## src/inc/dcd_pkg.sv

```systemverilog
/*
 * dcd_pkg: link geometry, timing counts, reset values, command and power-state
 * types and the bank and burst helpers shared by both ends of the command link.
 * Assumes each end runs from one 40 MHz reference clock.
 */
package dcd_pkg;
	// ---------------------------------------------------------------
	// link geometry
	// ---------------------------------------------------------------
	localparam int BG_W       = 2;
	localparam int BA_W       = 2;
	localparam int ADDR_W     = 14;
	localparam int ROW_W      = 18;
	localparam int COL_W      = 10;
	localparam int BANK_IDX_W = BG_W + BA_W;
	localparam int NBANK      = 1 << BANK_IDX_W;
	localparam int AP_BIT     = 10;
	localparam int BC_BIT     = 12;
	localparam int MR_SEL_W   = 3;

	// ---------------------------------------------------------------
	// timing
	// ---------------------------------------------------------------
	localparam int REF_CLK_KHZ = 40000;
	localparam int T_CK_NS     = 200;
	localparam int CK_DIV_CYC  = T_CK_NS * REF_CLK_KHZ / 1000000;
	localparam logic [3:0] BURST_CK_BL8 = 4'h4;
	localparam logic [3:0] BURST_CK_BC4 = 4'h2;

	// ---------------------------------------------------------------
	// burst mode and reset values
	// ---------------------------------------------------------------
	localparam logic [MR_SEL_W-1:0] MR_BURST = 3'h0;
	localparam logic [1:0] BM_FIXED8   = 2'h0;
	localparam logic [1:0] BM_OTF      = 2'h1;
	localparam logic [1:0] BM_FIXED4   = 2'h2;
	localparam logic [1:0] BM_RST      = BM_FIXED8;
	localparam logic       CKE_RST     = 1'h1;
	localparam logic       RESET_N_RST = 1'h0;

	typedef enum logic [4:0] {
		CMD_DES, CMD_NOP, CMD_MRS, CMD_REF, CMD_SRE, CMD_SRX, CMD_PDE, CMD_PDX,
		CMD_PRE, CMD_PREA, CMD_ACT, CMD_WR, CMD_WRA, CMD_RD, CMD_RDA,
		CMD_ZQCL, CMD_ZQCS, CMD_RFU
	} dcd_cmd_t;

	typedef enum logic [1:0] {PWR_ON, PWR_DOWN, PWR_SELF} dcd_pwr_t;

	// open-bank map after one command; anything else leaves it alone
	function automatic logic [NBANK-1:0] bank_update(
		input logic [NBANK-1:0]      open,
		input dcd_cmd_t              c,
		input logic [BANK_IDX_W-1:0] idx
	);
		logic [NBANK-1:0] one;
		one = {{(NBANK-1){1'h0}}, 1'h1} << idx;
		case (c)
			CMD_ACT:                   bank_update = open | one;
			CMD_PRE, CMD_RDA, CMD_WRA: bank_update = open & ~one;
			CMD_PREA:                  bank_update = '0;
			default:                   bank_update = open;
		endcase
	endfunction

	// link clock cycles that one burst keeps the data bus
	function automatic logic [3:0] burst_ck(input logic bc4);
		burst_ck = bc4 ? BURST_CK_BC4 : BURST_CK_BL8;
	endfunction
endpackage

```

## src/inc/dcd_link_if.sv

```systemverilog
/*
 * dcd_link_if: command, address and control pins between controller and device.
 * Assumes the controller end drives every signal and the device end only reads.
 */
`timescale 1ns/1ps
interface dcd_link_if;
	import dcd_pkg::*;

	logic              ck;
	logic              reset_n;
	logic              cke;
	logic              cs_n;
	logic              act_n;
	logic              ras_n_a16;
	logic              cas_n_a15;
	logic              we_n_a14;
	logic [BG_W-1:0]   bg;
	logic [BA_W-1:0]   ba;
	logic              a17;
	logic [ADDR_W-1:0] addr;
	logic              odt;

	modport ctrl (output ck, reset_n, cke, cs_n, act_n, ras_n_a16, cas_n_a15, we_n_a14,
		bg, ba, a17, addr, odt);
	modport dram (input ck, reset_n, cke, cs_n, act_n, ras_n_a16, cas_n_a15, we_n_a14,
		bg, ba, a17, addr, odt);
endinterface

```

## src/hw/dcd_dram.sv

```systemverilog
/*
 * dcd_dram: device end of the command link. Samples the link pins with ref_clk,
 * finds rising edges of the link clock and decodes one command per edge, keeping
 * bank, burst, power and termination state.
 * Assumes pins change half a link period away from the rising edge and that the
 * link clock runs well below a quarter of ref_clk.
 */
`timescale 1ns/1ps
module dcd_dram
	import dcd_pkg::*;
#(
	parameter int ROW_BITS = ROW_W,
	parameter int COL_BITS = COL_W
)
(
	// clock and reset
	input  wire logic                ref_clk,
	input  wire logic                srst,
	// link from controller
	dcd_link_if.dram                 link,
	// decoded command
	output logic                     cmd_valid,
	output dcd_cmd_t                 cmd_code,
	output logic [BG_W-1:0]          cmd_bg,
	output logic [BA_W-1:0]          cmd_ba,
	output logic [ROW_BITS-1:0]      cmd_row,
	output logic [COL_BITS-1:0]      cmd_col,
	output logic                     cmd_bc4,
	output logic [MR_SEL_W-1:0]      mr_sel,
	output logic [ADDR_W-1:0]        mr_op,
	// device state
	output logic [NBANK-1:0]         bank_open,
	output logic                     burst_busy,
	output logic                     refresh_pulse,
	output dcd_pwr_t                 pwr_state,
	output logic                     odt_on
);
	// ---------------------------------------------------------------
	// reset
	// ---------------------------------------------------------------
	logic [1:0] rst_pipe;
	logic       rstn_int;

	// assert at once, release on the clock
	always_ff @(posedge ref_clk or negedge link.reset_n)
	begin
		if (!link.reset_n)
			rst_pipe <= 2'h0;
		else if (srst)
			rst_pipe <= 2'h0;
		else
			rst_pipe <= {rst_pipe[0], 1'h1};
	end
	assign rstn_int = rst_pipe[1];

	// ---------------------------------------------------------------
	// pin sampling
	// ---------------------------------------------------------------
	localparam int PIN_W = 9 + BG_W + BA_W + ADDR_W;

	logic [PIN_W-1:0]  pin_raw;
	logic [PIN_W-1:0]  pin_meta;
	logic [PIN_W-1:0]  pin_sync;
	logic              p_ck;
	logic              p_cke;
	logic              p_cs_n;
	logic              p_act_n;
	logic [2:0]        p_enc;
	logic [BG_W-1:0]   p_bg;
	logic [BA_W-1:0]   p_ba;
	logic              p_a17;
	logic [ADDR_W-1:0] p_addr;
	logic              p_odt;

	assign pin_raw = {link.ck, link.cke, link.cs_n, link.act_n, link.ras_n_a16,
		link.cas_n_a15, link.we_n_a14, link.bg, link.ba, link.a17, link.addr, link.odt};

	// clock and pins share one synchroniser so they stay aligned
	always_ff @(posedge ref_clk)
	begin
		pin_meta <= pin_raw;
		pin_sync <= pin_meta;
	end

	assign {p_ck, p_cke, p_cs_n, p_act_n, p_enc, p_bg, p_ba, p_a17, p_addr, p_odt} = pin_sync;

	// ---------------------------------------------------------------
	// command decode
	// ---------------------------------------------------------------
	logic       ck_d;
	logic       cke_prev;
	logic       ck_rise;
	logic [1:0] bmode;
	dcd_cmd_t   cmd_now;

	assign ck_rise = p_ck && !ck_d;

	function automatic dcd_cmd_t decode_cmd(
		input logic       was_hi,
		input logic       is_hi,
		input dcd_pwr_t   pwr,
		input logic       cs_n,
		input logic       act_n,
		input logic [2:0] enc,
		input logic       ap
	);
		logic     nop_code;
		dcd_cmd_t c;
		nop_code = !cs_n && act_n && (enc == 3'h7);
		c = CMD_RFU;
		// clock enable history picks entry and exit
		if (!was_hi && !is_hi)
			c = CMD_DES;
		else if (!was_hi)
			// exit taken synchronously on the sampled edge
			c = (pwr == PWR_SELF && (cs_n || nop_code)) ? CMD_SRX
				: (pwr == PWR_DOWN && cs_n) ? CMD_PDX : CMD_RFU;
		else if (!is_hi)
			c = cs_n ? CMD_PDE : (act_n && enc == 3'h1) ? CMD_SRE : CMD_RFU;
		else if (cs_n)
			c = CMD_DES;
		else if (!act_n)
			c = CMD_ACT;
		else
		begin
			case (enc)
				3'h0:    c = CMD_MRS;
				3'h1:    c = CMD_REF;
				3'h2:    c = ap ? CMD_PREA : CMD_PRE;
				3'h4:    c = ap ? CMD_WRA : CMD_WR;
				3'h5:    c = ap ? CMD_RDA : CMD_RD;
				3'h6:    c = ap ? CMD_ZQCL : CMD_ZQCS;
				3'h7:    c = CMD_NOP;
				// reserved code decodes to no effect
				default: c = CMD_RFU;
			endcase
		end
		decode_cmd = c;
	endfunction

	// decode from the control pins and the auto-precharge bit, termination not among them
	assign cmd_now = decode_cmd(cke_prev, p_cke, pwr_state, p_cs_n, p_act_n, p_enc,
		p_addr[AP_BIT]);

	// ---------------------------------------------------------------
	// bank, burst and power tracking
	// ---------------------------------------------------------------
	logic [MR_SEL_W-1:0]   mr_sel_now;
	logic [BANK_IDX_W-1:0] bank_idx;
	logic [ROW_W-1:0]      row_now;
	logic                  bc4_now;
	logic                  is_burst;
	logic [3:0]            burst_cnt;
	logic [3:0]            burst_rem;
	logic [4:0]            burst_sum;
	logic [3:0]            next_burst;
	logic [NBANK-1:0]      next_banks;
	dcd_pwr_t              next_pwr;
	logic                  mrs_burst;
	logic                  refresh_ok;

	// bank select, or mode register select on a register write
	assign bank_idx   = {p_bg, p_ba};
	assign mr_sel_now = {p_bg[0], p_ba};
	// shared pins form the upper row bits
	assign row_now    = {p_a17, p_enc, p_addr};
	assign mrs_burst  = (cmd_now == CMD_MRS) && (mr_sel_now == MR_BURST);

	// chop pin counts only in on-the-fly mode
	assign bc4_now  = (bmode == BM_FIXED4) || ((bmode == BM_OTF) && !p_addr[BC_BIT]);
	assign is_burst = cmd_now inside {CMD_WR, CMD_WRA, CMD_RD, CMD_RDA};

	// a new burst queues behind the running one, never cuts it
	assign burst_rem  = (burst_cnt == 4'h0) ? 4'h0 : burst_cnt - 4'h1;
	assign burst_sum  = {1'h0, burst_rem} + {1'h0, burst_ck(bc4_now)};
	assign next_burst = !ck_rise ? burst_cnt
		: !is_burst ? burst_rem
		: burst_sum[4] ? 4'hF : burst_sum[3:0];

	// reserved codes fall through the map unchanged
	assign next_banks = (pwr_state == PWR_ON) ? bank_update(bank_open, cmd_now, bank_idx)
		: bank_open;

	assign next_pwr = (cmd_now == CMD_SRE) ? PWR_SELF
		: (cmd_now == CMD_PDE) ? PWR_DOWN
		: (cmd_now inside {CMD_SRX, CMD_PDX}) ? PWR_ON : pwr_state;

	assign refresh_ok = (cmd_now == CMD_REF) && (pwr_state == PWR_ON);

	always_ff @(posedge ref_clk or negedge rstn_int)
	begin
		if (!rstn_int)
		begin
			// high so a clock already up at release is not taken as an edge
			ck_d          <= 1'h1;
			cke_prev      <= CKE_RST;
			pwr_state     <= PWR_ON;
			bmode         <= BM_RST;
			burst_cnt     <= 4'h0;
			burst_busy    <= 1'h0;
			bank_open     <= '0;
			refresh_pulse <= 1'h0;
			odt_on        <= 1'h0;
		end
		else
		begin
			ck_d          <= p_ck;
			burst_cnt     <= next_burst;
			burst_busy    <= next_burst != 4'h0;
			refresh_pulse <= ck_rise && refresh_ok;
			if (ck_rise)
			begin
				cke_prev  <= p_cke;
				pwr_state <= next_pwr;
				bank_open <= next_banks;
				odt_on    <= p_odt && (next_pwr != PWR_SELF);
				if (mrs_burst)
					bmode <= p_addr[1:0];
			end
		end
	end

	// ---------------------------------------------------------------
	// decoded command outputs
	// ---------------------------------------------------------------
	always_ff @(posedge ref_clk or negedge rstn_int)
	begin
		if (!rstn_int)
		begin
			cmd_valid <= 1'h0;
			cmd_code  <= CMD_DES;
			cmd_bg    <= '0;
			cmd_ba    <= '0;
			cmd_row   <= '0;
			cmd_col   <= '0;
			cmd_bc4   <= 1'h0;
			mr_sel    <= '0;
			mr_op     <= '0;
		end
		else
		begin
			cmd_valid <= ck_rise && (cmd_now != CMD_DES);
			if (ck_rise && (cmd_now != CMD_DES))
			begin
				cmd_code <= cmd_now;
				cmd_bg   <= p_bg;
				cmd_ba   <= p_ba;
				// widths cut to the configured field sizes
				cmd_row  <= row_now[ROW_BITS-1:0];
				cmd_col  <= p_addr[COL_BITS-1:0];
				cmd_bc4  <= bc4_now;
				mr_sel   <= mr_sel_now;
				mr_op    <= p_addr;
			end
		end
	end
endmodule

```

## src/flat_wrapper.sv

```systemverilog
// flat-port wrapper written by rule: the top's interface ports become plain ports
module dcd_dram_flat import dcd_pkg::*;
#(
	parameter int ROW_BITS = ROW_W,
	parameter int COL_BITS = COL_W
)
  (ref_clk, srst, cmd_valid, cmd_code, cmd_bg, cmd_ba, cmd_row, cmd_col, cmd_bc4, mr_sel, mr_op, bank_open, burst_busy, refresh_pulse, pwr_state, odt_on, link_ck, link_reset_n, link_cke, link_cs_n, link_act_n, link_ras_n_a16, link_cas_n_a15, link_we_n_a14, link_bg, link_ba, link_a17, link_addr, link_odt);
  dcd_link_if link_i ();
  input  wire logic ref_clk;
  input  wire logic srst;
  output logic cmd_valid;
  output dcd_cmd_t cmd_code;
  output logic [BG_W-1:0] cmd_bg;
  output logic [BA_W-1:0] cmd_ba;
  output logic [ROW_BITS-1:0] cmd_row;
  output logic [COL_BITS-1:0] cmd_col;
  output logic cmd_bc4;
  output logic [MR_SEL_W-1:0] mr_sel;
  output logic [ADDR_W-1:0] mr_op;
  output logic [NBANK-1:0] bank_open;
  output logic burst_busy;
  output logic refresh_pulse;
  output dcd_pwr_t pwr_state;
  output logic odt_on;
  input wire logic [$bits(link_i.ck)-1:0] link_ck;
  input wire logic [$bits(link_i.reset_n)-1:0] link_reset_n;
  input wire logic [$bits(link_i.cke)-1:0] link_cke;
  input wire logic [$bits(link_i.cs_n)-1:0] link_cs_n;
  input wire logic [$bits(link_i.act_n)-1:0] link_act_n;
  input wire logic [$bits(link_i.ras_n_a16)-1:0] link_ras_n_a16;
  input wire logic [$bits(link_i.cas_n_a15)-1:0] link_cas_n_a15;
  input wire logic [$bits(link_i.we_n_a14)-1:0] link_we_n_a14;
  input wire logic [$bits(link_i.bg)-1:0] link_bg;
  input wire logic [$bits(link_i.ba)-1:0] link_ba;
  input wire logic [$bits(link_i.a17)-1:0] link_a17;
  input wire logic [$bits(link_i.addr)-1:0] link_addr;
  input wire logic [$bits(link_i.odt)-1:0] link_odt;
  assign link_i.ck = link_ck;
  assign link_i.reset_n = link_reset_n;
  assign link_i.cke = link_cke;
  assign link_i.cs_n = link_cs_n;
  assign link_i.act_n = link_act_n;
  assign link_i.ras_n_a16 = link_ras_n_a16;
  assign link_i.cas_n_a15 = link_cas_n_a15;
  assign link_i.we_n_a14 = link_we_n_a14;
  assign link_i.bg = link_bg;
  assign link_i.ba = link_ba;
  assign link_i.a17 = link_a17;
  assign link_i.addr = link_addr;
  assign link_i.odt = link_odt;
  dcd_dram #(.ROW_BITS(ROW_BITS), .COL_BITS(COL_BITS)) u_core (.ref_clk(ref_clk), .srst(srst), .link(link_i), .cmd_valid(cmd_valid), .cmd_code(cmd_code), .cmd_bg(cmd_bg), .cmd_ba(cmd_ba), .cmd_row(cmd_row), .cmd_col(cmd_col), .cmd_bc4(cmd_bc4), .mr_sel(mr_sel), .mr_op(mr_op), .bank_open(bank_open), .burst_busy(burst_busy), .refresh_pulse(refresh_pulse), .pwr_state(pwr_state), .odt_on(odt_on));
endmodule
```

## config.mk

```make
export PLATFORM = sky130hd
export DESIGN_NAME = dcd_dram_flat
export DESIGN_NICKNAME = d
export VERILOG_FILES = /design/src/inc/dcd_pkg.sv /design/src/inc/dcd_link_if.sv /design/src/hw/dcd_dram.sv /design/src/flat_wrapper.sv
export SDC_FILE = /design/constraint.sdc
export NUM_CORES = 1
export LEC_CHECK = 0
export ABC_CLOCK_PERIOD_IN_PS = 4100
export BUFFER_PORTS_ARGS = -buffer_cell sky130_fd_sc_hd__buf_2
export CAP_MARGIN = 20
export CORE_ASPECT_RATIO = 1.4
export CORE_MARGIN = 2
export CORE_UTILIZATION = 51
export DETAILED_ROUTE_END_ITERATION = 8
export GPL_TIMING_DRIVEN = 0
export HOLD_SLACK_MARGIN = 0.1
export PLACE_DENSITY = 0.77
export REMOVE_ABC_BUFFERS = 1
export SYNTH_ARGS = -nofsm -noshare
export SYNTH_HDL_FRONTEND = slang
export SYNTH_SLANG_ARGS = --single-unit
```

## constraint.sdc

```tcl
create_clock -name ref_clk -period 4.1 [get_ports ref_clk]
set_clock_uncertainty 0.05 [all_clocks]
set_input_delay 0.205 -clock ref_clk [delete_from_list [all_inputs] [get_ports ref_clk]]
set_output_delay 0.205 -clock ref_clk [all_outputs]
set_load 0.05 [all_outputs]
```

; Word-level counts from Yosys, hierarchy flattened
; Cells that the tools add are included.
[classes]
n_addsub = 2
eq_ne = 24
shifts = 1
muxes = 24
bitwise = 3
n_reduce_logical = 32
[ops]
columns = operator, n
row1 = $mux 5, 10
row2 = $pmux 16 s3, 1
row3 = $eq 5x4->1 const B, 7
row4 = $pmux 5 s7, 1
row5 = $eq 5x3->1 const B, 4
row6 = $and 16x16->16, 1
row7 = $mux 4, 4
row8 = $not 16->16, 1
row9 = $or 16x16->16, 1
row10 = $shl 1x4->16 const A, 1
row11 = $logic_and 1x1->1, 13
row12 = $eq 3x3->1 const B, 4
row13 = $eq 5x2->1 const B, 2
row14 = $mux 2, 5
row15 = $reduce_bool 4->1, 2
row16 = $logic_not 3->1, 2
row17 = $mux 3, 2
row18 = $add 4x4->5, 1
row19 = $logic_not 1->1, 5
row20 = $reduce_bool 5->1, 1
row21 = $eq 2x1->1 const B, 2
row22 = $eq 2x2->1 const B, 2
row23 = $logic_not 4->1, 1
row24 = $sub 4x1->4 const B, 1
row25 = 11 further kinds, 12
[totals]
register_bits = 141
inputBits = 30
output_inout_bits = 77
elab_cells = 107

; Longest topological paths before layout
; Gate-level depths: netlist of run 1.
[depth]
word_depth = 15
ltp_mapped = 11
mapped_depth_nobuf = 11

; Worst setup path after synthesis of run 1
; Ideal clock, no wire load.
[synth_path]
kind = flip-flop to flip-flop
from = reg u_core.pwr_state[0]
to = reg u_core.burst_busy
setup_time_ns = 0.138
arrival_ns = 2.351
required_ns = 3.912
slack_ns = 1.560
path_stages_with_launch = 8
path_buffers = 0
synth_period_minus_slack_ns = 2.540
path_cell_list = dfrtp_1 -> nor4bb_1 -> o21ai_0 -> a21boi_2 -> xor2_2 -> and3_1 -> o31ai_1 -> or4_1
[synth_between]
elab_chain_cells = 11
elab_cells_between_ends = 16
cone_classes = eq/ne: 6 / mux: 6 / reduce/logical: 4
[synth_rtl]
columns = element, line_no
row1 = from (decl), dcd_dram.sv:35  ; output dcd_pwr_t pwr_state,
row2 = from (signal assigned), dcd_dram.sv:214  ; pwr_state <= next_pwr;
row3 = $eq 2x1->1, dcd_dram.sv:117  ; : (pwr == PWR_DOWN && cs_n) ? CMD_PDX : CMD_RFU;
row4 = $logic_and 1x1->1, dcd_dram.sv:117
row5 = $mux 5, dcd_dram.sv:117
row6 = $mux 5 (*), dcd_dram.sv:116  ; c = (pwr == PWR_SELF && (cs_n || nop_code)) ? CMD_SRX
row7 = $mux 5 (*), dcd_dram.sv:114  ; else if (!was_hi)
row8 = $mux 5 (*), dcd_dram.sv:112  ; if (!was_hi && !is_hi)
row9 = $eq 5x4->1, dcd_dram.sv:171  ; assign is_burst = cmd_now inside {CMD_WR, CMD_WRA, CMD_RD, CMD_RDA};
row10 = $reduce_bool 4->1 (*), dcd_dram.sv:171
row11 = $mux 4 (*), dcd_dram.sv:177  ; : !is_burst ? burst_rem
row12 = $mux 4 (*), dcd_dram.sv:176  ; assign next_burst = !ck_rise ? burst_cnt
row13 = net u_core.next_burst[2], dcd_dram.sv:156  ; logic [3:0] next_burst;
row14 = $reduce_bool 4->1 (*), dcd_dram.sv:209  ; burst_busy <= next_burst != 4'h0;
row15 = to (signal assigned), dcd_dram.sv:200  ; burst_busy <= 1'h0;
row16 = to (signal assigned), dcd_dram.sv:209
row17 = to (decl), dcd_dram.sv:33  ; output logic burst_busy,
; Mark *: on every way through the listed nets, which the timed path passes. The rest lies on a longest branch.
; A chain may end at the register's enable or synchronous reset.

; Final worst setup path of run 1
[layout_path]
from = reg u_core.pin_sync[20]
to = reg u_core.mr_op[9]
[layout_between]
elab_chain_cells = 9
elab_cells_between_ends = 22
cone_classes = eq/ne: 6 / mux: 9 / reduce/logical: 7
[layout_rtl]
columns = element, line_no
row1 = from (decl), dcd_dram.sv:63  ; logic [PIN_W-1:0] pin_sync;
row2 = from (signal assigned), dcd_dram.sv:82  ; pin_sync <= pin_meta;
row3 = $eq 3x3->1 (tied with other cells), "dcd_dram.sv:109, dcd_dram.sv:126"
row4 = $pmux 5 s7 (tied with other cells), dcd_dram.sv:126  ; case (enc)
row5 = $mux 5 (tied with other cells), dcd_dram.sv:122  ; else if (!act_n)
row6 = $mux 5 (tied with other cells), dcd_dram.sv:120  ; else if (cs_n)
row7 = "$mux 5, on equally long branches", "dcd_dram.sv:118, dcd_dram.sv:116"
row8 = $mux 5 (*), dcd_dram.sv:114
row9 = $mux 5 (*), dcd_dram.sv:112
row10 = $reduce_bool 5->1 (*), dcd_dram.sv:243  ; if (ck_rise && (cmd_now != CMD_DES))
row11 = $logic_and 1x1->1 (*), dcd_dram.sv:243
row12 = to (signal assigned), dcd_dram.sv:253  ; mr_op <= p_addr;
row13 = to (decl), dcd_dram.sv:30  ; output logic [ADDR_W-1:0] mr_op,
; Every way passes the cells marked *; elsewhere a longest branch is shown, timed or not.

==> results.md, run 1 <==
* Status: finished, final reports clean
* Final setup violation count at 0
* Crit Path Class: flop to flop
* # resized after CTS at 0
* Post-Syn Area per Cell at 11.6 um^2
* Ant diodes at 0
* First-pass GRT wire length at 14,700 um
* Clock sink total at 114
* Die area at 9180 um^2
* Top-area cell type share of the netlist area at 33.8%
* H-tree depth at 4
* Post-Syn Area at 4290 um^2
* Largest net degree at the start of global routing at 32
* Core area at 8150 um^2
* Count of cell types in the netlist at 48
* Syn-to-layout area delta at 32.3%
* Min-delay worst type: flop to async pin
* # IOs at 107
* EDFF count, synth at 0
* Worst-skew pair later-pin latency at 0.40 ns
* Clk slew on worst S/H paths at 0.06 ns
* CP dominant cell by count: nor3_1
* Synth top area cells: dfrtp_1 34%, dfxtp_1 25%, mux2_2 7.3%, buf_4 4.7%, nand2_1 2.7%
* Min cycle time layout at 3.09 ns
* Post-synthesis mux area share at 7.58%
* RSZ-0062 raised after global routing: false
* Final HPWL DP at 5880 um
* Number of global-route vias before repair at 3,149
* Die span in y at 113 um
* Worst-margin pin slew at 0.815 ns
* Number of max-cap violations at 0
* Initial DRC Count at 147
* Cells after DPL at 536
* FP Rows at 39
* Sequential area share after synthesis at 60.2%
* Post-CTS Setup Inserts at 0
* CP Buf/Inv Count at 1
* Final wirelength at 8880 um
* Xor/xnor cell area share of the yosys netlist at 0.583%
* Worst Path Arrival at 3.32 ns
* Pwr dens at 685 nW/um^2
* Ys flop type: dfrtp_1
* Critical path's top delay family: compound AO/OA/AOI/OAI gates
* Final slew viol count at 0
* Syn Inst Count at 369
* Post-synth top area cell: dfrtp_1
* Final hold violation count at 0
* Post-route insts no fill at 599
* Hold_ws at 0.246 ns
* Slew HR at 45.6%
* Slowest CP cell: dfxtp_1
* Largest stage delay on the critical path at 0.50 ns
* CP required at 4.33 ns
* Root Buffer: clkbuf_16
* Worst setup SP type: flop
* Residual DRC count at 0
* R2R setup slack at 1.01 ns
* # nets final at 517
* Flops & latches, synth at 114
* TritonCTS clock tree: built
* IO buf count at 106
* Share of cells above drive strength 1 at 35.4%
* Max frequency at 324 MHz
* VDD IR-drop max at 0.516 mV
* Remaining Overflow, GRT at 0
* CTS Buf Count at 17
* DR WL/cell at 14.8 um
* Initial antenna violation count at 0
* Final Util at 69.7%
* Final period util at 75.4%
* Final weighted congestion in routability-driven placement at 0.859
* Post-DRT Antenna Nets at 0
* Worst Path Max Fanout at 21
* Compound-cell area share of the yosys netlist at 11.0%
* Final setup TNS at 0 ns
* Tot GR Track Use at 21.1%
* Simple-gate share of the synthesized area at 12.6%
* DR pass1 iterations at 4
* Critical Path, Cell by Cell: nor4bb_1 -> nor3_1 -> a31o_2 -> a22o_1 -> nor3_1 -> a21o_1 -> buf_16 -> mux2_2
* Initial Util at 52.7%
* Synth Area in Adders at 1.05%
* LEAKAGE at 0.00270 uW
* Largest family of logic cells by synthesized area: simple AND/OR/NAND/NOR gates
* Chip Width at 81.5 um
* Vias/cell at 5.16
* Kind of end point of the critical path: flop
* Synth warn at 0
* Via count at 3,092
* Clk buf depth at 2
* Asr flop ratio synth at 52.6%
-- sequential cells by signal, summed over array words and instances, names as in the netlist, 4 cells and up --
register          flops
u_core.pin_sync      27
u_core.cmd_code       5
u_core.mr_op         13
u_core.bank_open     16
u_core.cmd_row        5
u_core.burst_cnt      4
u_core.pin_meta      27
-- area by class of cell --
type | instances | area, um^2
inverters | 5 | 18.8
multi-input cells | 207 | 1410
flip-flops and latches | 114 | 2590
well taps | 102 | 128
repair buffers | 139 | 886
clock inverters | 10 | 141
clock buffers | 22 | 508
fillers | 544 | 2470
-- power by group --
| group | internal (uW) | switching [uW] | total [uW] |
|---|---|---|---|
| Combinational | 251 | 737 | 987 |
| Sequential | 1240 | 97.1 | 1330 |
| Clock | 1070 | 500 | 1570 |
-- placed cells by master (no fill, tap or decap), types with 3 or more instances in the layout --
cell type      count
and3_1             5
nor3_1            13
nor2_1            25
dfxtp_1           54
dfrtp_1           57
buf_2            106
dlygate4sd3_1     30
mux2_2            28
bufinv_16          3
o21ai_0           21
o31ai_1            7
nand2_1           31
nand2b_1           9
a21oi_1            8
inv_1              5
nor2b_1            8
clkbuf_16         20
a32o_1             4
a22o_1            13
-- cells by family after synthesis --
kind of cell | Yosys count
fa+ha+maj | 3
buf+inv | 48
xor+xnor | 2
simple gates | 106
flops | 114
compound gates | 67
mux | 29
-- cells in the mapped netlist, types with 2 or more instances --
cell type,number
dfrtp_1,58
dfxtp_1,54
nand2_1,31
mux2_2,28
buf_4,27
nor2_1,25
o21ai_0,21
a22o_1,13
nor3_1,13
clkbuf_1,9
nand2b_1,9
a21oi_1,8
nor2b_1,8
o31ai_1,7
buf_2,6
and3_1,5
inv_1,5
a32o_1,4
a21o_1,2
a31oi_1,2
and2_1,2
dfstp_2,2
ha_1,2
nand3_1,2
nor4bb_1,2
o2bb2ai_1,2
-- path summary, 6_finish.rpt --
check / end / cells past startpoint / from
setup / recovery: u_core.mr_op[9]$_DFFE_PN0P_ / 8 / u_core.pin_sync[20]$_DFF_P_
hold / removal: u_core.mr_op[11]$_DFFE_PN0P_ / 0 / u_core.rst_pipe[1]$_DFF_PN0_
setup reg to reg: u_core.mr_op[9]$_DFFE_PN0P_ / 8 / u_core.pin_sync[20]$_DFF_P_
hold reg to reg: u_core.mr_op[11]$_DFFE_PN0P_ / 0 / u_core.rst_pipe[1]$_DFF_PN0_
max in group asynchronous: u_core.cke_prev$_DFFE_PN1P_ / 1 / u_core.rst_pipe[1]$_DFF_PN0_
min in group ref_clk: u_core.pin_sync[3]$_DFF_P_ / 0 / u_core.pin_meta[3]$_DFF_P_
-- routing by layer --
| metal | GRT usage [%] | up-vias | wire length, um |
|---|---|---|---|
| met5 | 0 | - | 0 |
| met4 | 7.68 | 0 | 81 |
| met3 | 7.15 | 6 | 511 |
| met2 | 36.7 | 101 | 4940 |
| met1 | 23.4 | 1503 | 3350 |
| li1 | - | 1482 | - |
-- stage by stage --
step / total power, uW / area (um^2) / setup slack [ns]
3_5_place_dp: 2320 / 4720 / 1.02
6_report: 3890 / 5680 / 1.01
5_1_grt: 4030 / 5680 / 0.795
2_1_floorplan: 2070 / 4020 / 1.22
4_1_cts: 3910 / 5670 / 1.02
3_3_place_gp: 2290 / 4670 / 0.781
-- repair_timing --
item	CTS	global route
hold buffers	30	0
hold endpoints to repair	31	0
endpoints found under the setup margin	0	0
(Power assumes the default switching activity.)
==> run 2: changes to the inputs <==
--- a/config.mk
+++ b/config.mk
@@ -5,16 +5,17 @@
 export SDC_FILE = /design/constraint.sdc
 export NUM_CORES = 1
 export LEC_CHECK = 0
-export ABC_CLOCK_PERIOD_IN_PS = 4100
+export ABC_AREA = 1
+export ABC_CLOCK_PERIOD_IN_PS = 2800
 export BUFFER_PORTS_ARGS = -buffer_cell sky130_fd_sc_hd__buf_2
 export CAP_MARGIN = 20
 export CORE_ASPECT_RATIO = 1.4
 export CORE_MARGIN = 2
-export CORE_UTILIZATION = 51
+export CORE_UTILIZATION = 48
 export DETAILED_ROUTE_END_ITERATION = 8
 export GPL_TIMING_DRIVEN = 0
 export HOLD_SLACK_MARGIN = 0.1
-export PLACE_DENSITY = 0.77
+export PLACE_DENSITY = 0.76
 export REMOVE_ABC_BUFFERS = 1
 export SYNTH_ARGS = -nofsm -noshare
 export SYNTH_HDL_FRONTEND = slang
==> constraint.sdc (replaced) <==
create_clock -name ref_clk -period 2.8 [get_ports ref_clk]
set_clock_uncertainty 0.05 [all_clocks]
set_input_delay 0.14 -clock ref_clk [delete_from_list [all_inputs] [get_ports ref_clk]]
set_output_delay 0.14 -clock ref_clk [all_outputs]
set_load 0.05 [all_outputs]
==> results.md, run 2 <==
* Status: finished, final reports clean
* Synth top area cells: dfrtp_1 33%, dfxtp_1 24%, nand2_1 11%, buf_4 5.1%, a2bb2oi_2 3.4%
* Final instance area at 5760 um^2 (+1.3%)
* Core area at 8980 um^2 (+10%)
* Final weighted congestion in routability-driven placement at 0.906 (+5.4%)
* DR WL/cell at 13.5 um (-8.7%)
* Min cycle time layout at 2.50 ns (-0.592 ns)
* Worst-skew pair later-pin latency at 0.40 ns (about the same)
* Clock sink total at 114 (unchanged)
* Commonest cells post-synth: 131 x nand2_1, 58 x dfrtp_1, 54 x dfxtp_1
* Chip Width at 85.2 um (+4.5%)
* Root Buffer: clkbuf_16
* Leading registers by flop count: u_core.pin_meta (27), u_core.pin_sync (27), u_core.bank_open (16)
* LEAKAGE at 0.00291 uW (+7.7%)
* Initial Util at 49.4% (-3.3 points)
* Crit Path Class: flop to flop
* Final slew viol count at 0 (unchanged)
* # nets final at 614 (+19%)
* Share of cells above drive strength 1 at 29.6% (-5.8 points)
* Worst setup SP type: flop
* Number of max-cap violations at 0 (unchanged)
* Cell Area, Placed at 4840 um^2 (+2.4%)
* Hold-critical path endpoint: u_core.ck_d$_DFF_PN1_
* Worst Hold Depth at 0
* Most common cell after layout, fill and taps aside: nand2_1
* First-pass GRT wire length at 16,400 um (+11%)
* Synth warn at 0 (unchanged)
* Count leader, synth: nand2_1
* Initial antenna violation count at 0 (unchanged)
* Asr flop ratio synth at 52.6% (unchanged)
* Ys flop type: dfrtp_1
* Clk slew on worst S/H paths at 0.06 ns (about the same)
* Post-DRT Antenna Nets at 0 (unchanged)
* Ant diodes at 0 (unchanged)
* Worst min-delay path startpoint: u_core.pin_sync[26]$_DFF_P_
* CP required at 3.04 ns (-1.29 ns)
* FP Rows at 41 (+5.1%)
* Slew HR at 46.5% (+0.95 points)
* Min-delay worst type: flop to flop
* Worst Path Max Fanout at 43 (+100%)
* Vias/cell at 4.95 (-4.2%)
* H-tree depth at 4 (unchanged)
* Worst-margin pin slew at 0.802 ns (-0.0126 ns)
* Syn-to-layout area delta at 29.9%
* Sequential area share after synthesis at 58.3% (-1.9 points)
* TritonCTS clock tree: built
* Tot GR Track Use at 20.6% (-0.51 points)
* Residual DRC count at 0 (unchanged)
* DR pass1 iterations at 4 (unchanged)
* IO buf count at 106 (unchanged)
* CTS Buf Count at 17 (unchanged)
* # IOs at 107 (unchanged)
* Clk buf depth at 2 (unchanged)
* EDFF count, synth at 0 (unchanged)
* Final HPWL DP at 6140 um (+4.3%)
* Top-area cell type share of the netlist area at 32.7% (-1.1 points)
* Die span in y at 118 um (+4.6%)
* Most frequent cells in the layout: 131 x nand2_1, 106 x buf_2, 57 x dfrtp_1
* Worst Reg2Reg Path Length in Cells at 11 (+3)
* Final setup violation count at 0 (unchanged)
* Die area at 10,000 um^2 (+9.3%)
* Syn Inst Count at 464 (+26%)
* Final hold violation count at 0 (unchanged)
* Final Util at 64.1% (-5.6 points)
* Final setup TNS at 0 ns (unchanged)
* Largest net degree at the start of global routing at 44 (+38%)
* Flops & latches, synth at 114 (unchanged)
* Post-synth top area cell: dfrtp_1
* Worst reg2reg startpoint: u_core.pin_sync[21]$_DFF_P_
* RSZ-0062 raised after global routing: false
* Count of cell types in the netlist at 35 (-27%)
* VDD IR-drop max at 0.604 mV (+17%)
* Post-Syn Area at 4430 um^2 (+3.2%)
* Pwr dens at 954 nW/um^2 (+39%)
* Reg-to-Reg End: u_core.cmd_row[13]$_DFFE_PN0P_
* Via count at 3,467 (+12%)
* Final period util at 89.2% (+14 points)
* Max frequency at 400 MHz (+24%)
* Final wirelength at 9490 um (+6.8%)
* Fill cells at 700 (+29%)
* Worst Path Arrival at 2.74 ns (-0.58 ns)
* Kind of end point of the critical path: flop
* Post-Syn Area per Cell at 9.55 um^2 (-18%)
* Number of global-route vias before repair at 3,478 (+10%)
* Remaining Overflow, GRT at 0 (unchanged)
* R2R setup slack at 0.30 ns (-0.71 ns)
* Initial DRC Count at 133 (-9.5%)
## run 2: worst max-delay path by stage
stage | from | endpoint | slack, ns | cells after the start
2_1_floorplan | u_core.pwr_state[1]$_DFFE_PN0P_ | u_core.mr_op[2]$_DFFE_PN0P_ | 0.44 | 11
3_3_place_gp | u_core.pin_sync[21]$_DFF_P_ | u_core.mr_op[12]$_DFFE_PN0P_ | 0.20 | 11
3_5_place_dp | u_core.pin_sync[21]$_DFF_P_ | u_core.mr_op[11]$_DFFE_PN0P_ | 0.08 | 11
4_1_cts | u_core.pin_sync[21]$_DFF_P_ | u_core.mr_op[4]$_DFFE_PN0P_ | 0.05 | 11
5_1_grt | u_core.burst_cnt[2]$_DFF_PN0_ | u_core.burst_busy$_DFF_PN0_ | 0.02 | 14
6_report | u_core.pin_sync[21]$_DFF_P_ | u_core.cmd_row[13]$_DFFE_PN0P_ | 0.30 | 11
## run 2: report_power, final
part           switching (uW)  internal, uW
Sequential                147          1820
Clock                     842          1270
Combinational            1080           339
## run 2: repair_timing
action | in CTS | in global routing
endpoints found under the setup margin | 0 | 32
hold buffers | 30 | 0
resized for setup | 0 | 2
setup buffers | 0 | 2
hold endpoints to repair | 31 | 0
## run 2: layout make-up
cell class / instances / area (um^2) / share of cell area, %
Timing Repair Buffer: 139 / 878 / 15.3
Clock buffer: 17 / 425 / 7.39
Inverter: 33 / 124 / 2.15
Multi-Input combinational cell: 276 / 1450 / 25.1
Clock inverter: 15 / 161 / 2.80
Tap cell: 107 / 134 / 2.33
Sequential cell: 114 / 2590 / 44.9
## run 2: stage by stage
stage	std cells	hold WS [ns]	total power [uW]	worst slack, ns
3_5_place_dp	637	-0.122	3370	0.0807
2_1_floorplan	423	-0.206	3020	0.436
6_report	701	0.261	5490	0.301
3_3_place_gp	636	-0.125	3330	0.196
4_1_cts	699	0.264	5530	0.0493
5_1_grt	701	0.272	5730	0.0220
## run 2: per-layer routing
layer	global-route usage, %	up-vias	wire length (um)
li1	-	1719	-
met1	23.6	1653	3730
met2	34.9	79	5180
met3	5.82	16	349
met4	9.82	0	226
met5	0	-	0
## run 2: cell families after synthesis
logic type | synth area share, %
fa+ha+maj | 1.02
xor+xnor | 0.198
simple gates | 20.9
buf+inv | 9.15
compound gates | 10.4
flops | 58.3
## run 2: worst max-delay path: stages, from the launching register on
cell and delay, ns:
dfxtp_1 0.48, inv_2 0.10, a21oi_1 0.25, a21oi_4 0.13, inv_1 0.12, nand2_1 0.06
nor2_1 0.21, nand3_1 0.17, nand2_4 0.37, inv_2 0.23, nand2_1 0.13, nand2_1 0.07
==> run 3: changes to the inputs <==
==> constraint.sdc (replaced) <==
create_clock -name ref_clk -period 2.8 [get_ports ref_clk]
set_clock_uncertainty 0.05 [all_clocks]
set_input_delay 0.28 -clock ref_clk [delete_from_list [all_inputs] [get_ports ref_clk]]
set_output_delay 0.28 -clock ref_clk [all_outputs]
set_load 0.05 [all_outputs]
==> results.md, run 3 (same netlist as run 2, synthesis figures left out) <==
* Status: finished, final reports clean
* Largest net degree at the start of global routing at 44 (unchanged)
* Critical path's top delay family: simple AND/OR/NAND/NOR gates
* R2R setup slack at 0.31 ns (about the same)
* Final slew viol count at 0 (unchanged)
* Residual DRC count at 0 (unchanged)
* Clk buf depth at 2 (unchanged)
* Reg-to-Reg End: u_core.cmd_row[13]$_DFFE_PN0P_
* Worst Path Arrival at 2.73 ns (about the same)
* Min cycle time layout at 2.49 ns (-0.00672 ns)
* Leading registers by flop count: u_core.pin_meta (27), u_core.pin_sync (27), u_core.bank_open (16)
* DR pass1 iterations at 4 (unchanged)
* Syn-to-layout area delta at 29.6%
* Vias/cell at 4.96 (+0.26%)
* Initial DRC Count at 117 (-12%)
* Worst Reg2Reg Path Length in Cells at 11 (unchanged)
* Share of cells above drive strength 1 at 29.7% (+0.050 points)
* Kind of end point of the critical path: flop
* # IOs at 107 (unchanged)
* Worst setup SP type: flop
* TritonCTS clock tree: built
* VDD IR-drop max at 0.605 mV (+0.16%)
* IO buf count at 106 (unchanged)
* Worst-margin pin slew at 0.808 ns (+0.00554 ns)
* Final setup TNS at 0 ns (unchanged)
* Post-DRT Antenna Nets at 0 (unchanged)
* Root Buffer: clkbuf_16
* Final setup violation count at 0 (unchanged)
* Pwr dens at 955 nW/um^2 (+0.14%)
* RSZ-0062 raised after global routing: false
* Fill cells at 702 (+0.29%)
* Initial Util at 49.4% (unchanged)
* Power Total at 5490 uW (about the same)
* CP startpoint: u_core.pin_sync[21]$_DFF_P_
* Pre-CTS WS at 0.0807 ns (unchanged)
* Ant diodes at 0 (unchanged)
* Final weighted congestion in routability-driven placement at 0.906 (unchanged)
* Final hold violation count at 0 (unchanged)
* # nets final at 613 (-0.16%)
* H-tree depth at 4 (unchanged)
* Critical Path, Cell by Cell: inv_2 -> a21oi_1 -> a21oi_4 -> inv_1 -> nand2_1 -> nor2_1 -> nand3_1 -> nand2_4 -> inv_2 -> nand2_1 -> nand2_1
* Final period util at 89.0% (-0.24 points)
* Min-delay worst type: input port to async pin
* Worst Path Max Fanout at 43 (unchanged)
* CP required at 3.04 ns (about the same)
* Crit Path Class: flop to flop
* CP dominant cell by count: nand2_1
* Number of global-route vias before repair at 3,472 (-0.17%)
* CP Buf/Inv Count at 3 (unchanged)
* Max frequency at 401 MHz (+0.27%)
* First-pass GRT wire length at 16,300 um (-0.16%)
* Remaining Overflow, GRT at 0 (unchanged)
* Core area at 8980 um^2 (unchanged)
* FP Rows at 41 (unchanged)
* Worst setup path end: u_core.cmd_row[13]$_DFFE_PN0P_
* Tot GR Track Use at 20.6% (about the same)
* Die span in y at 118 um (unchanged)
* Most common cell after layout, fill and taps aside: nand2_1
* Initial antenna violation count at 0 (unchanged)
* Final wirelength at 9480 um (about the same)
* DR WL/cell at 13.5 um (about the same)
* Number of max-cap violations at 0 (unchanged)
* CTS Buf Count at 17 (unchanged)
* Via count at 3,471 (+0.12%)
* Levels on crit path at 11 (unchanged)
* Most frequent cells in the layout: 131 x nand2_1, 106 x buf_2, 57 x dfrtp_1
* Clock sink total at 114 (unchanged)
* Largest stage delay on the critical path at 0.48 ns (about the same)
* Chip Width at 85.2 um (unchanged)
* Slowest CP cell: dfxtp_1
* LEAKAGE at 0.00291 uW (-0.14%)
* Clk slew on worst S/H paths at 0.06 ns (about the same)
* Slew HR at 46.1% (-0.37 points)
* Setup ws final at 0.308 ns (+0.00672 ns)
* Final HPWL DP at 6140 um (unchanged)
* Die area at 10,000 um^2 (unchanged)
* Worst-skew pair later-pin latency at 0.40 ns (about the same)
* Worst reg2reg startpoint: u_core.pin_sync[21]$_DFF_P_
-- run 3: worst min-delay path by stage --
stage / to / depth (start not counted) / from / slack [ns]
6_report: u_core.rst_pipe[0]$_DFF_PN0_ / 2 / link_reset_n / 0.14
5_1_grt: u_core.rst_pipe[0]$_DFF_PN0_ / 2 / link_reset_n / 0.16
4_1_cts: u_core.rst_pipe[1]$_DFF_PN0_ / 2 / link_reset_n / 0.12
3_5_place_dp: u_core.rst_pipe[0]$_DFF_PN0_ / 1 / link_reset_n / 0.02
3_3_place_gp: u_core.rst_pipe[0]$_DFF_PN0_ / 1 / link_reset_n / 0.02
2_1_floorplan: u_core.rst_pipe[0]$_DFF_PN0_ / 0 / link_reset_n / -0.07
-- run 3: routing by layer --
layer / vias to the layer above / track usage, % / wire (um)
met2: 88 / 34.9 / 5170
met3: 18 / 5.82 / 380
li1: 1715 / - / -
met5: - / 0 / 0
met4: 0 / 9.82 / 227
met1: 1650 / 23.5 / 3710
-- run 3: power breakdown --
group	switching, uW	total (uW)	leakage (uW)	internal, uW
clock	842	2110	0.000290	1270
combinational	1080	1410	0.00138	338
sequential	146	1960	0.00124	1820
-- run 3: what timing repair did --
| action | CTS | global route |
|---|---|---|
| gates resized for setup | 0 | 2 |
| hold buffers | 29 | 0 |
| setup buffers | 0 | 2 |
| hold endpoints to repair | 31 | 0 |
| endpoints found under the setup margin | 0 | 32 |
-- run 3: cell type report --
type,count,area (um^2),share of cell area [%]
timing repair buffer,138,868,15.1
clock buffer,17,425,7.40
multi-input combinational,276,1450,25.2
sequential,114,2590,45.0
tap,107,134,2.33
clock inverter,15,161,2.81
inverter,33,124,2.16
-- run 3: per-stage QoR --
stage	hold slack [ns]	instance area, um^2	cells	utilization, %
final	0.145	5750	700	64.0
after global placement	0.0152	4810	636	53.6
after global routing	0.156	5750	700	64.0
after floorplan	-0.0656	4150	423	-
after detailed placement	0.0178	4840	637	53.9
after CTS	0.117	5710	698	63.6
